**src/logic/btr_regs.svh**
```systemverilog
// Constants for the bit test / invert / rotate execution block.
// Assumes inclusion by bare name from design files only.
`ifndef BTR_REGS_SVH
`define BTR_REGS_SVH
`define BTR_OP5_SKIP     5'h12
`define BTR_OP5_INV      5'h07
`define BTR_OP7_RLNC     7'h11
`define BTR_OP7_RRC      7'h0C
`define BTR_OP5_MSB      15
`define BTR_OP5_LSB      11
`define BTR_OP7_LSB      9
`define BTR_BIT_MSB      10
`define BTR_BIT_LSB      8
`define BTR_DEST_BIT     8
`define BTR_ADDR_MSB     7
`define BTR_PH_DECODE    2'h0
`define BTR_PH_READ      2'h1
`define BTR_PH_PROC      2'h2
`define BTR_PH_WRITE     2'h3
`define BTR_BYTE_RST     8'h00
`endif

```
**src/logic/btr_pkg.sv**
```systemverilog
// Types shared by the execution block.
// Assumes the constants header is compiled alongside.
package btr_pkg;
    typedef enum logic [4:0] {
        BTR_NONE = 5'h01,
        BTR_SKIP = 5'h02,
        BTR_INV  = 5'h04,
        BTR_RLNC = 5'h08,
        BTR_RRC  = 5'h10
    } btr_op_t;
endpackage

```
**src/logic/btr_decode.sv**
```systemverilog
// Instruction word decoder for the four supported operations.
// Assumes a stable 16-bit word during the decode quarter.
`timescale 1ns/10ps
`include "btr_regs.svh"
module btr_decode (
    input  wire logic [15:0]   instr_i,
    output btr_pkg::btr_op_t   op_o,
    output logic      [2:0]    bit_o,
    output logic               dest_o,
    output logic      [7:0]    addr_o
);
    logic [4:0] top5;
    logic [6:0] top7;
    always_comb begin
        top5   = instr_i[`BTR_OP5_MSB:`BTR_OP5_LSB];
        top7   = instr_i[`BTR_OP5_MSB:`BTR_OP7_LSB];
        bit_o  = instr_i[`BTR_BIT_MSB:`BTR_BIT_LSB];
        dest_o = instr_i[`BTR_DEST_BIT];
        addr_o = instr_i[`BTR_ADDR_MSB:0];
        if (top5 == `BTR_OP5_SKIP) begin
            op_o = btr_pkg::BTR_SKIP;
        end else if (top5 == `BTR_OP5_INV) begin
            op_o = btr_pkg::BTR_INV;
        end else if (top7 == `BTR_OP7_RLNC) begin
            op_o = btr_pkg::BTR_RLNC;
        end else if (top7 == `BTR_OP7_RRC) begin
            op_o = btr_pkg::BTR_RRC;
        end else begin
            op_o = btr_pkg::BTR_NONE;
        end
    end
endmodule

```
**src/logic/btr_exec.sv**
```systemverilog
// Functional notes
// - Set bit discards next instruction, executes nop.
// - Decode bit invert from top bits 00111.
// - Decode rotate-left-no-carry from top 0010001.
// - Left rotate wraps bit 7, carry untouched.
// - Decode rotate-right-carry from top 0001100.
// - Right rotate through carry; d selects destination.
// - Quarters: decode, read, process, write.
//
// Execution datapath stepping one quarter per clock.
// Assumes the file returns read data combinationally on the read quarter.
`timescale 1ns/10ps
`include "btr_regs.svh"
module btr_exec (
    input  wire logic        clk_i,
    input  wire logic        rstn_i,
    input  wire logic [15:0] instr_i,
    input  wire logic [7:0]  file_rdata_i,
    input  wire logic        carry_i,
    output logic      [1:0]  phase_o,
    output logic             file_re_o,
    output logic      [7:0]  file_addr_o,
    output logic             file_we_o,
    output logic      [7:0]  file_wdata_o,
    output logic             working_register_we_o,
    output logic      [7:0]  working_register_wdata_o,
    output logic             carry_we_o,
    output logic             carry_o,
    output logic             skip_o
);
    btr_pkg::btr_op_t dec_op;
    logic [2:0]       dec_bit;
    logic             dec_dest;
    logic [7:0]       dec_addr;

    btr_decode u_dec (
        .instr_i (instr_i),
        .op_o    (dec_op),
        .bit_o   (dec_bit),
        .dest_o  (dec_dest),
        .addr_o  (dec_addr)
    );

    function automatic logic [7:0] bit_mask(input logic [2:0] b);
        bit_mask = 8'h01 << b;
    endfunction

    btr_pkg::btr_op_t op_q, op_d;
    logic [1:0]  ph_q, ph_d;
    logic [2:0]  bit_q, bit_d;
    logic        dest_q, dest_d;
    logic [7:0]  addr_q, addr_d;
    logic [7:0]  opnd_q, opnd_d;
    logic [7:0]  res_q, res_d;
    logic        cres_q, cres_d;
    logic        nop_q, nop_d;
    logic        re_q, re_d, fwe_q, fwe_d, wwe_q, wwe_d, cwe_q, cwe_d, skip_q, skip_d;

    always_comb begin
        ph_d   = ph_q + 2'h1;
        op_d   = op_q;
        bit_d  = bit_q;
        dest_d = dest_q;
        addr_d = addr_q;
        opnd_d = opnd_q;
        res_d  = res_q;
        cres_d = cres_q;
        nop_d  = nop_q;
        re_d   = 1'b0;
        fwe_d  = 1'b0;
        wwe_d  = 1'b0;
        cwe_d  = 1'b0;
        skip_d = 1'b0;
        case (ph_q)
            `BTR_PH_DECODE: begin
                // Discarded word becomes a nop cycle
                if (nop_q) begin
                    op_d = btr_pkg::BTR_NONE;
                end else begin
                    op_d = dec_op;
                end
                nop_d  = 1'b0;
                bit_d  = dec_bit;
                dest_d = dec_dest;
                addr_d = dec_addr;
                re_d   = !nop_q && (dec_op != btr_pkg::BTR_NONE);
            end
            `BTR_PH_READ: begin
                opnd_d = file_rdata_i;
            end
            `BTR_PH_PROC: begin
                cres_d = carry_i;
                case (op_q)
                    btr_pkg::BTR_INV: begin
                        res_d = opnd_q ^ bit_mask(bit_q);
                    end
                    btr_pkg::BTR_RLNC: begin
                        res_d = {opnd_q[6:0], opnd_q[7]};
                    end
                    btr_pkg::BTR_RRC: begin
                        res_d  = {carry_i, opnd_q[7:1]};
                        cres_d = opnd_q[0];
                    end
                    btr_pkg::BTR_SKIP: begin
                        nop_d = |(opnd_q & bit_mask(bit_q));
                        res_d = opnd_q;
                    end
                    default: begin
                        res_d = opnd_q;
                    end
                endcase
                // Write strobes drive during the write quarter
                fwe_d = (op_q == btr_pkg::BTR_INV) ||
                        ((op_q == btr_pkg::BTR_RLNC || op_q == btr_pkg::BTR_RRC)
                         && dest_q);
                wwe_d = (op_q == btr_pkg::BTR_RLNC || op_q == btr_pkg::BTR_RRC)
                        && !dest_q;
                cwe_d = (op_q == btr_pkg::BTR_RRC);
                skip_d = (op_q == btr_pkg::BTR_SKIP)
                         && |(opnd_q & bit_mask(bit_q));
            end
            `BTR_PH_WRITE: begin
            end
            default: begin
            end
        endcase
    end

    always_ff @(posedge clk_i) begin
        if (!rstn_i) begin
            ph_q   <= `BTR_PH_DECODE;
            op_q   <= btr_pkg::BTR_NONE;
            bit_q  <= 3'h0;
            dest_q <= 1'b0;
            addr_q <= `BTR_BYTE_RST;
            opnd_q <= `BTR_BYTE_RST;
            res_q  <= `BTR_BYTE_RST;
            cres_q <= 1'b0;
            nop_q  <= 1'b0;
            re_q   <= 1'b0;
            fwe_q  <= 1'b0;
            wwe_q  <= 1'b0;
            cwe_q  <= 1'b0;
            skip_q <= 1'b0;
        end else begin
            ph_q   <= ph_d;
            op_q   <= op_d;
            bit_q  <= bit_d;
            dest_q <= dest_d;
            addr_q <= addr_d;
            opnd_q <= opnd_d;
            res_q  <= res_d;
            cres_q <= cres_d;
            nop_q  <= nop_d;
            re_q   <= re_d;
            fwe_q  <= fwe_d;
            wwe_q  <= wwe_d;
            cwe_q  <= cwe_d;
            skip_q <= skip_d;
        end
    end

    assign phase_o      = ph_q;
    assign file_re_o    = re_q;
    assign file_addr_o  = addr_q;
    assign file_we_o    = fwe_q;
    assign file_wdata_o = res_q;
    assign working_register_we_o    = wwe_q;
    assign working_register_wdata_o = res_q;
    assign carry_we_o   = cwe_q;
    assign carry_o      = cres_q;
    assign skip_o       = skip_q;

    a_phase_walk: assert property (@(posedge clk_i) disable iff (!rstn_i)
        ph_q == `BTR_PH_DECODE |=> ph_q == `BTR_PH_READ ##1 ph_q == `BTR_PH_PROC
        ##1 ph_q == `BTR_PH_WRITE) else $error("phase order broken");
    a_read_phase: assert property (@(posedge clk_i) disable iff (!rstn_i)
        re_q |-> ph_q == `BTR_PH_READ)
        else $error("read outside read quarter");
    a_write_phase: assert property (@(posedge clk_i) disable iff (!rstn_i)
        (fwe_q || wwe_q || cwe_q) |-> ph_q == `BTR_PH_WRITE)
        else $error("write outside write quarter");
    a_invert_one: assert property (@(posedge clk_i) disable iff (!rstn_i)
        (fwe_q && op_q == btr_pkg::BTR_INV) |-> $countones(res_q ^ opnd_q) == 1)
        else $error("invert changed wrong bits");
    a_rlnc_rot: assert property (@(posedge clk_i) disable iff (!rstn_i)
        ((fwe_q || wwe_q) && op_q == btr_pkg::BTR_RLNC) |->
        res_q == {opnd_q[6:0], opnd_q[7]} && !cwe_q)
        else $error("left rotate wrong");
    a_rrc_rot: assert property (@(posedge clk_i) disable iff (!rstn_i)
        (cwe_q) |-> res_q[6:0] == opnd_q[7:1] && carry_o == opnd_q[0])
        else $error("right rotate wrong");
    a_rrc_carry_in: assert property (@(posedge clk_i) disable iff (!rstn_i)
        cwe_q |-> res_q[7] == $past(carry_i))
        else $error("old carry not rotated in");
    a_flag_only_rrc: assert property (@(posedge clk_i) disable iff (!rstn_i)
        cwe_q |-> op_q == btr_pkg::BTR_RRC)
        else $error("flag written by wrong op");
    a_skip_quiet: assert property (@(posedge clk_i) disable iff (!rstn_i)
        skip_q |-> !fwe_q && !wwe_q && !cwe_q)
        else $error("skip wrote a destination");
    a_dest_sel: assert property (@(posedge clk_i) disable iff (!rstn_i)
        wwe_q |-> !dest_q && !fwe_q)
        else $error("destination select wrong");
    // Decode quarter after the pulse still holds the skip op, so start one later
    a_skip_nop: assert property (@(posedge clk_i) disable iff (!rstn_i)
        skip_q |=> ##1 (op_q == btr_pkg::BTR_NONE && !re_q && !fwe_q && !wwe_q) [*4])
        else $error("skipped word executed");
    a_decode_inv: assert property (@(posedge clk_i) disable iff (!rstn_i)
        (ph_q == `BTR_PH_DECODE && !nop_q && instr_i[15:11] == `BTR_OP5_INV)
        |=> op_q == btr_pkg::BTR_INV) else $error("invert decode");
    a_decode_skip: assert property (@(posedge clk_i) disable iff (!rstn_i)
        (ph_q == `BTR_PH_DECODE && !nop_q && instr_i[15:11] == `BTR_OP5_SKIP)
        |=> op_q == btr_pkg::BTR_SKIP) else $error("skip decode");
    a_decode_rot: assert property (@(posedge clk_i) disable iff (!rstn_i)
        (ph_q == `BTR_PH_DECODE && !nop_q && instr_i[15:9] == `BTR_OP7_RLNC)
        |=> op_q == btr_pkg::BTR_RLNC) else $error("rotate decode");
    a_decode_rrc: assert property (@(posedge clk_i) disable iff (!rstn_i)
        (ph_q == `BTR_PH_DECODE && !nop_q && instr_i[15:9] == `BTR_OP7_RRC)
        |=> op_q == btr_pkg::BTR_RRC) else $error("rrc decode");

    c_skip: cover property (@(posedge clk_i) skip_q);
    c_invert: cover property (@(posedge clk_i) fwe_q && op_q == btr_pkg::BTR_INV);
    c_rrc_file: cover property (@(posedge clk_i) cwe_q && fwe_q);
    c_rlnc_working_register: cover property (@(posedge clk_i) wwe_q && op_q == btr_pkg::BTR_RLNC);
endmodule

```
**config.mk**
```make
export PLATFORM = sky130hd
export DESIGN_NAME = btr_exec
export DESIGN_NICKNAME = d
export VERILOG_FILES = /design/src/logic/btr_pkg.sv /design/src/logic/btr_decode.sv /design/src/logic/btr_exec.sv
export VERILOG_INCLUDE_DIRS = /design/src /design/src/logic
export SDC_FILE = /design/constraint.sdc
export NUM_CORES = 1
export LEC_CHECK = 0
export ABC_CLOCK_PERIOD_IN_PS = 1950
export BUFFER_PORTS_ARGS = -buffer_cell sky130_fd_sc_hd__buf_4
export CAP_MARGIN = 10
export CELL_PAD_IN_SITES_DETAIL_PLACEMENT = 0
export CELL_PAD_IN_SITES_GLOBAL_PLACEMENT = 1
export CORE_MARGIN = 1
export CORE_UTILIZATION = 38
export CTS_CLUSTER_DIAMETER = 150
export DETAILED_ROUTE_END_ITERATION = 12
export HOLD_SLACK_MARGIN = 0.03
export PLACE_DENSITY_LB_ADDON = 0.1
export REMOVE_ABC_BUFFERS = 1
export SETUP_SLACK_MARGIN = 0.2
export SYNTH_ARGS = -nofsm -noshare
export SYNTH_HDL_FRONTEND = slang
export SYNTH_SLANG_ARGS = --single-unit
```
**constraint.sdc**
```tcl
create_clock -name clk_i -period 1.95 [get_ports clk_i]
set_input_delay 0.195 -clock clk_i [delete_from_list [all_inputs] [get_ports clk_i]]
set_output_delay 0.195 -clock clk_i [all_outputs]
set_load 0.01 [all_outputs]
```
==> metrics.md, run 1 <==
| Metric | Value |
|---|---|
| Clock transition at path regs | `0.08 ns` |
| Largest net degree at the start of global routing | `41` |
| Setup TNS | `0 ns` |
| Initial drt markers | `162` |
| Critical R2R Capture | `nop_q$_SDFFE_PN0P_` |
| RSZ-0062 raised after global routing | `true` |
| Post-Syn Instances | `229` |
| Most common cell after layout, fill and taps aside | `buf_4` |
| Post-synth ARST share | `0%` |
| EDFF count, synth | `0` |
| Final Util | `50.8%` |
| Run status | `complete, no violations` |
| Area growth syn-to-layout | `25.9%` |
| IO Pins | `59` |
| Reg-to-Reg Start | `bit_q[0]$_SDFFE_PN0P_` |
| Wire length per cell | `13.3 µm` |
| #FFs+latches synth | `41` |
| Top Family by Delay on Critical Path | `simple AND/OR/NAND/NOR gates` |
| # DRC | `0` |
| Worst hold margin | `0.160 ns` |
| Clock sink count | `41` |
| Depth of the worst register-to-register path | `6` |
| Vias/cell | `5.14` |
| Worst-case vdd ir drop | `0.000384 V` |
| Dominant cell type by area after synthesis | `dfxtp_1` |
| Core Rows | `26` |
| Slew headroom | `67.3%` |
| Die Y | `76.6 µm` |
| Clock Skews | `0.00752 ns` |
| Netlist area before placement | `0.00211 mm²` |
| Critical hold path startpoint | `instr_i[2]` |
| Final hold vios | `0` |
| Max incr delay on CP | `0.51 ns` |
| YS warnings | `0` |
| PD cells | `749 mW/mm²` |
| FMAX | `588 MHz` |
| Dpl ws | `0.108 ns` |
| Die area | `0.00586 mm²` |
| Met1 wire length | `2270 µm` |
| Share of cells above drive strength 1 | `28.2%` |
| Core area | `0.00524 mm²` |
| Critical path class | `flop to flop` |
| Power Internal | `1.50 mW` |
| Synth Flop Type | `dfxtp_1` |
| Final setup violation count | `0` |
| CP max stage cell | `or4_1` |
| Gate power share | `17.7%` |
| Commonest cells after routing, fill and taps aside | `buf_4 (65), dfxtp_1 (38), nor2b_1 (25)` |
| Flop2flop setup slack | `0.25 ns` |
| Sequential share of power | `47.2%` |
| Tightest Hold Check Type | `input pin to flop` |
| Startpoint types | `flop` |
| Number of global-route vias before repair | `1676` |
| Distinct cells, synth | `40` |
| Die W | `76.6 µm` |
| Hold Crit Endpoint | `file_addr_o[2]$_SDFFE_PN0P_` |
| CP endpoint kind | `flop` |
| CTS Hold Bufs | `0` |
| H-Tree Depth | `2` |
| Initial Util | `40.3%` |
| Worst Setup Slack, final | `0.249 ns` |
| Worst Path Buf+Inv | `0` |
| Synth area leaders | `dfxtp_1 (39%), mux2i_1 (9.5%), nor2b_1 (7.4%), ha_1 (6.5%), buf_4 (3.6%)` |
| First-pass GRT wire length | `8020 µm` |
| Synth top area share | `38.8%` |
| Least-Margin Pin Slew | `0.490 ns` |
| Gp weighted congestion | `0.839` |
| Switching power | `0.494 mW` |
| Drt pass-1 iters | `5` |
| Post-Place Cells | `339` |
| Final Non-Filler Cells | `347` |
| TritonCTS clock tree | `done` |
| Clock power frac | `35.1%` |
| CP Cell Sequence | `nor3b_1, ha_1, or4_1, o21ai_1, nor2_1, a41o_1` |
| CP max FO | `11` |
| Max_cap viols | `0` |
| ANT nets after route | `0` |
| Clk buf depth | `2` |
| Vias | `1785` |
| Leakage | `1.20 nW` |
| Final worst-path cycle share | `87.3%` |
| Slew Viols, Final | `0` |
| Final Total Pwr | `1.99 mW` |
| Routed wl met3 | `254 µm` |
| Hpwl dp | `3340 µm` |
| CTS root buf | `clkbuf_8` |
| Met2 Wirelength | `2060 µm` |
| Buffers on Ports | `58` |
| GR Overflow Total | `0` |
| Post-DP Area | `0.00253 mm²` |
| Worst Hold Depth | `3` |
| Worst skew pair latency | `0.29 ns` |
| Nets | `314` |
| Register area share after synthesis | `38.8%` |
| WP data required | `2.14 ns` |
| GRT Resource Usage Total | `16.8%` |
| Post-route cell area | `0.00266 mm²` |
| Synth Area per Inst | `9.23 µm²` |
| DR top layer | `met4` |
| Initial antenna violation count | `0` |
| Antenna fix cells | `0` |
| Critical Path AT | `1.89 ns` |
| Fin crit period | `1.70 ns` |
| Num CTS Buffers | `5` |
| Sw Ratio | `24.8%` |
| Final Routed Wirelength | `4620 µm` |
[worst max path at each step]
stage | start | end | slack, ns | cells after the start
2_1_floorplan | phase_o[0]$_SDFF_PN0_ | op_q[4]$_SDFFE_PN0P_ | 0.23 | 6
3_3_place_gp | bit_q[0]$_SDFFE_PN0P_ | nop_q$_SDFFE_PN0P_ | 0.13 | 6
3_5_place_dp | bit_q[0]$_SDFFE_PN0P_ | nop_q$_SDFFE_PN0P_ | 0.11 | 6
4_1_cts | bit_q[0]$_SDFFE_PN0P_ | nop_q$_SDFFE_PN0P_ | 0.21 | 6
5_1_grt | bit_q[0]$_SDFFE_PN0P_ | nop_q$_SDFFE_PN0P_ | 0.15 | 6
6_report | bit_q[0]$_SDFFE_PN0P_ | nop_q$_SDFFE_PN0P_ | 0.25 | 6
[tightest hold or removal path, cell delays in order]
cell and delay, ns:
buf_4 0.07, mux2i_1 0.05, nor2b_1 0.09
[logic make-up (layout without fill, tap and decap cells)]
| group | after synthesis | in the layout | synth area share [%] |
|---|---|---|---|
| AND/OR/NAND/NOR | 81 | 81 | 21.7 |
| AO/OA/AOI/OAI | 46 | 46 | 15.0 |
| flip-flops | 41 | 41 | 38.8 |
| buffers and inverters | 29 | 77 | 8.05 |
| multiplexers | 20 | 20 | 9.47 |
| adder cells (fa/ha/maj) | 11 | 11 | 6.51 |
| XOR/XNOR | 1 | 1 | 0.415 |
[layer usage]
metal,track usage [%],vias up
li1,-,899
met1,23.8,821
met2,25.1,59
met3,3.95,6
met4,5.19,0
met5,0,-
[cell type report]
cell class | count | area [µm²]
clock buffer | 7 | 86.3
clock inverter | 1 | 30.0
fill | 507 | 2580
inverter | 4 | 15.0
multi-input combinational | 159 | 1120
sequential | 41 | 830
tap | 70 | 87.6
timing repair buffer | 65 | 488
[cell usage after synthesis (all sizes together), types with 2 or more instances]
master / number
o21a: 2
nand2: 12
inv: 4
a22o: 8
a221oi: 8
mux2i: 20
dfxtp: 41
nand4: 3
nand2b: 2
nor2: 17
or4: 3
o21ai: 19
and3b: 2
clkbuf: 8
nor3: 3
nor3b: 5
ha: 11
dlygate4sd1: 2
buf: 15
a31oi: 2
a21oi: 2
nor2b: 25
and2: 2
[what timing repair did]
action                     CTS  global route
setup buffers                0             0
pin swaps                    0             0
gates resized for setup      4             2
gates cloned                 0             0
setup endpoints to repair    1            10
[power groups by stage]
| stage | Sequential (mW) | Clock (mW) | Combinational [mW] |
|---|---|---|---|
| CTS | 0.942 | 0.722 | 0.357 |
| global route | 0.951 | 0.758 | 0.394 |
| finish | 0.940 | 0.698 | 0.353 |
| global placement | 0.959 | 0 | 0.355 |
| detailed placement | 0.960 | 0 | 0.356 |
| floorplan | 0.972 | 0 | 0.159 |
[sequential cells by signal (all words and copies together), names as in the netlist]
register and cells:
file_addr_o 8, file_wdata_o 8, opnd_q 8, op_q 5, bit_q 3, phase_o 2, carry_o 1, carry_we_o 1
file_re_o 1, file_we_o 1, nop_q 1, skip_o 1, working_register_we_o 1
Note: power is estimated with default switching activity, not from simulation.
==> run 2, diff against run 1 <==
- ABC_AREA: default -> 1
- CORE_UTILIZATION: 38 -> 37
- PLACE_DENSITY: default -> 0.84
- PLACE_DENSITY_LB_ADDON: 0.1 -> default
- SETUP_SLACK_MARGIN: 0.2 -> default
==> metrics.md, run 2 <==
| Metric | Value |
|---|---|
| Run status | `complete, no violations` |
| Share of cells above drive strength 1 | `26.2%` |
| GRT Resource Usage Total | `18.5%` |
| Clock Skews | `0.00827 ns` |
| Fin crit period | `1.60 ns` |
| Area growth syn-to-layout | `24.4%` |
| Gp weighted congestion | `0.918` |
| Final hold vios | `0` |
| Antenna fix cells | `0` |
| Final Util | `47.8%` |
| CTS resizes | `0` |
| Least-Margin Pin Slew | `0.363 ns` |
| GR Overflow Total | `0` |
| # DRC | `0` |
| Setup TNS | `0 ns` |
| Worst Setup Slack, final | `0.350 ns` |
| Worst skew pair latency | `0.30 ns` |
| Clock sink count | `41` |
| Setup Buffers After CTS | `0` |
| Hpwl dp | `3720 µm` |
| Sequential share of power | `51.6%` |
| First-pass GRT wire length | `8830 µm` |
| Post-route cell area | `0.00265 mm²` |
| RSZ-0062 raised after global routing | `false` |
| FMAX | `625 MHz` |
| Netlist area before placement | `0.00213 mm²` |
| Dominant cell type by area after synthesis | `dfxtp_1` |
| Post-DP Area | `0.00256 mm²` |
| Gate power share | `18.9%` |
| Vias/cell | `5.01` |
| Final Total Pwr | `1.84 mW` |
| Initial antenna violation count | `0` |
| Synth area leaders | `dfxtp_1 (39%), nand2_1 (7.9%), nand4_1 (7.9%), nor2_1 (7.4%), ha_1 (6.5%)` |
| YS warnings | `0` |
| Synth top area share | `38.6%` |
| Core Rows | `27` |
| Count leader, synth | `nand2_1` |
| Sw Ratio | `29.0%` |
| Commonest cells after routing, fill and taps aside | `buf_4 (63), nand2_1 (45), nor2_1 (42)` |
| Wire length per cell | `12.7 µm` |
| Die W | `77.8 µm` |
| Vias | `2026` |
| Die Y | `77.8 µm` |
| ANT nets after route | `0` |
| Clock transition at path regs | `0.08 ns` |
| Register area share after synthesis | `38.6%` |
| Dpl ws | `0.337 ns` |
| Slew headroom | `75.8%` |
| Nets | `369` |
| Critical path class | `flop to flop` |
| Post-synth ARST share | `0%` |
| Clock power frac | `29.5%` |
| Max_cap viols | `0` |
| Distinct cells, synth | `32` |
| Initial drt markers | `111` |
| Final worst-path cycle share | `82.1%` |
| CTS Hold Bufs | `0` |
| Final setup violation count | `0` |
| CP max FO | `6` |
| IO Pins | `59` |
| Num CTS Buffers | `5` |
| Startpoint types | `flop` |
| Post-Syn Instances | `279` |
| Number of global-route vias before repair | `1919` |
| Buffers on Ports | `58` |
| Worst-case vdd ir drop | `0.000315 V` |
| CP endpoint kind | `flop` |
| Synth Area per Inst | `7.62 µm²` |
| Die area | `0.00606 mm²` |
| Drt pass-1 iters | `4` |
| Most instantiated cells after synthesis | `nand2_1 (45), nor2_1 (42), dfxtp_1 (41)` |
| Clk buf depth | `2` |
| Synth Flop Type | `dfxtp_1` |
| Core area | `0.00554 mm²` |
| Most common cell after layout, fill and taps aside | `buf_4` |
| Critical Path AT | `1.77 ns` |
| H-Tree Depth | `2` |
| EDFF count, synth | `0` |
| Slew Viols, Final | `0` |
| CTS root buf | `clkbuf_8` |
| Power Internal | `1.31 mW` |
| Initial Util | `38.4%` |
| Final Routed Wirelength | `5140 µm` |
| Switching power | `0.533 mW` |
| #FFs+latches synth | `41` |
| PD cells | `695 mW/mm²` |
| Largest net degree at the start of global routing | `26` |
| Tightest Hold Check Type | `input pin to flop` |
| WP data required | `2.12 ns` |
| Leakage | `1.19 nW` |
| TritonCTS clock tree | `done` |
run 2: cell type report:
cell class | instances | area [µm²]
Clock buffer | 5 | 68.8
Clock inverter | 3 | 17.5
Fill cell | 569 | 2890
Inverter | 21 | 80.1
Multi-Input combinational cell | 199 | 1100
Sequential cell | 41 | 821
Tap cell | 72 | 90.1
Timing Repair Buffer | 63 | 473
run 2: path summary, 6_finish.rpt:
| check | startpoint | end | slack [ns] | depth (start not counted) |
|---|---|---|---|---|
| min reg2reg | file_addr_o[6]$_SDFFE_PN0P_ | file_addr_o[6]$_SDFFE_PN0P_ | 0.46 | 2 |
| min | file_rdata_i[2] | opnd_q[2]$_SDFFE_PN0N_ | 0.11 | 3 |
| max reg2reg | bit_q[0]$_SDFFE_PN0P_ | nop_q$_SDFFE_PN0P_ | 0.35 | 6 |
| max | bit_q[0]$_SDFFE_PN0P_ | nop_q$_SDFFE_PN0P_ | 0.35 | 6 |
run 2: worst max-delay path, cell delays in order (launching register included):
cell	delay (ns)
dfxtp_1	0.36
inv_1	0.16
nor3_1	0.08
ha_1	0.18
or2_2	0.29
nor4_1	0.32
o21ai_1	0.10
run 2: cells by family after synthesis:
logic type / share of synthesized area, %
adders and majority gates: 6.47
DFF: 38.6
and+or+nand+nor: 34.2
buffers and inverters: 9.88
AOI/OAI and AO/OA: 10.9
run 2: metrics by stage:
| step | cells | hold slack [ns] |
|---|---|---|
| finish | 404 | 0.114 |
| global route | 404 | 0.115 |
| CTS | 404 | 0.109 |
| detailed placement | 396 | 0.423 |
| global placement | 396 | 0.419 |
| floorplan | 261 | 0.288 |
run 2: per-layer routing:
metal  global-route usage [%]  wire length (µm)  share of wire (%)  vias to the layer above
met5                        0                 0                  0                        -
met4                     7.74               112                2.2                        0
met3                     4.47               247                4.8                       13
met2                     29.3              2350                 46                       51
met1                     23.7              2430                 47                      918
li1                         -                 -                  -                     1044
run 2: power groups by stage:
stage / sequential (mW) / combinational (mW) / clock, mW
finish: 0.948 / 0.347 / 0.543
global route: 0.958 / 0.393 / 0.603
CTS: 0.948 / 0.351 / 0.566
detailed placement: 0.967 / 0.347 / 0
global placement: 0.966 / 0.348 / 0
floorplan: 0.977 / 0.154 / 0
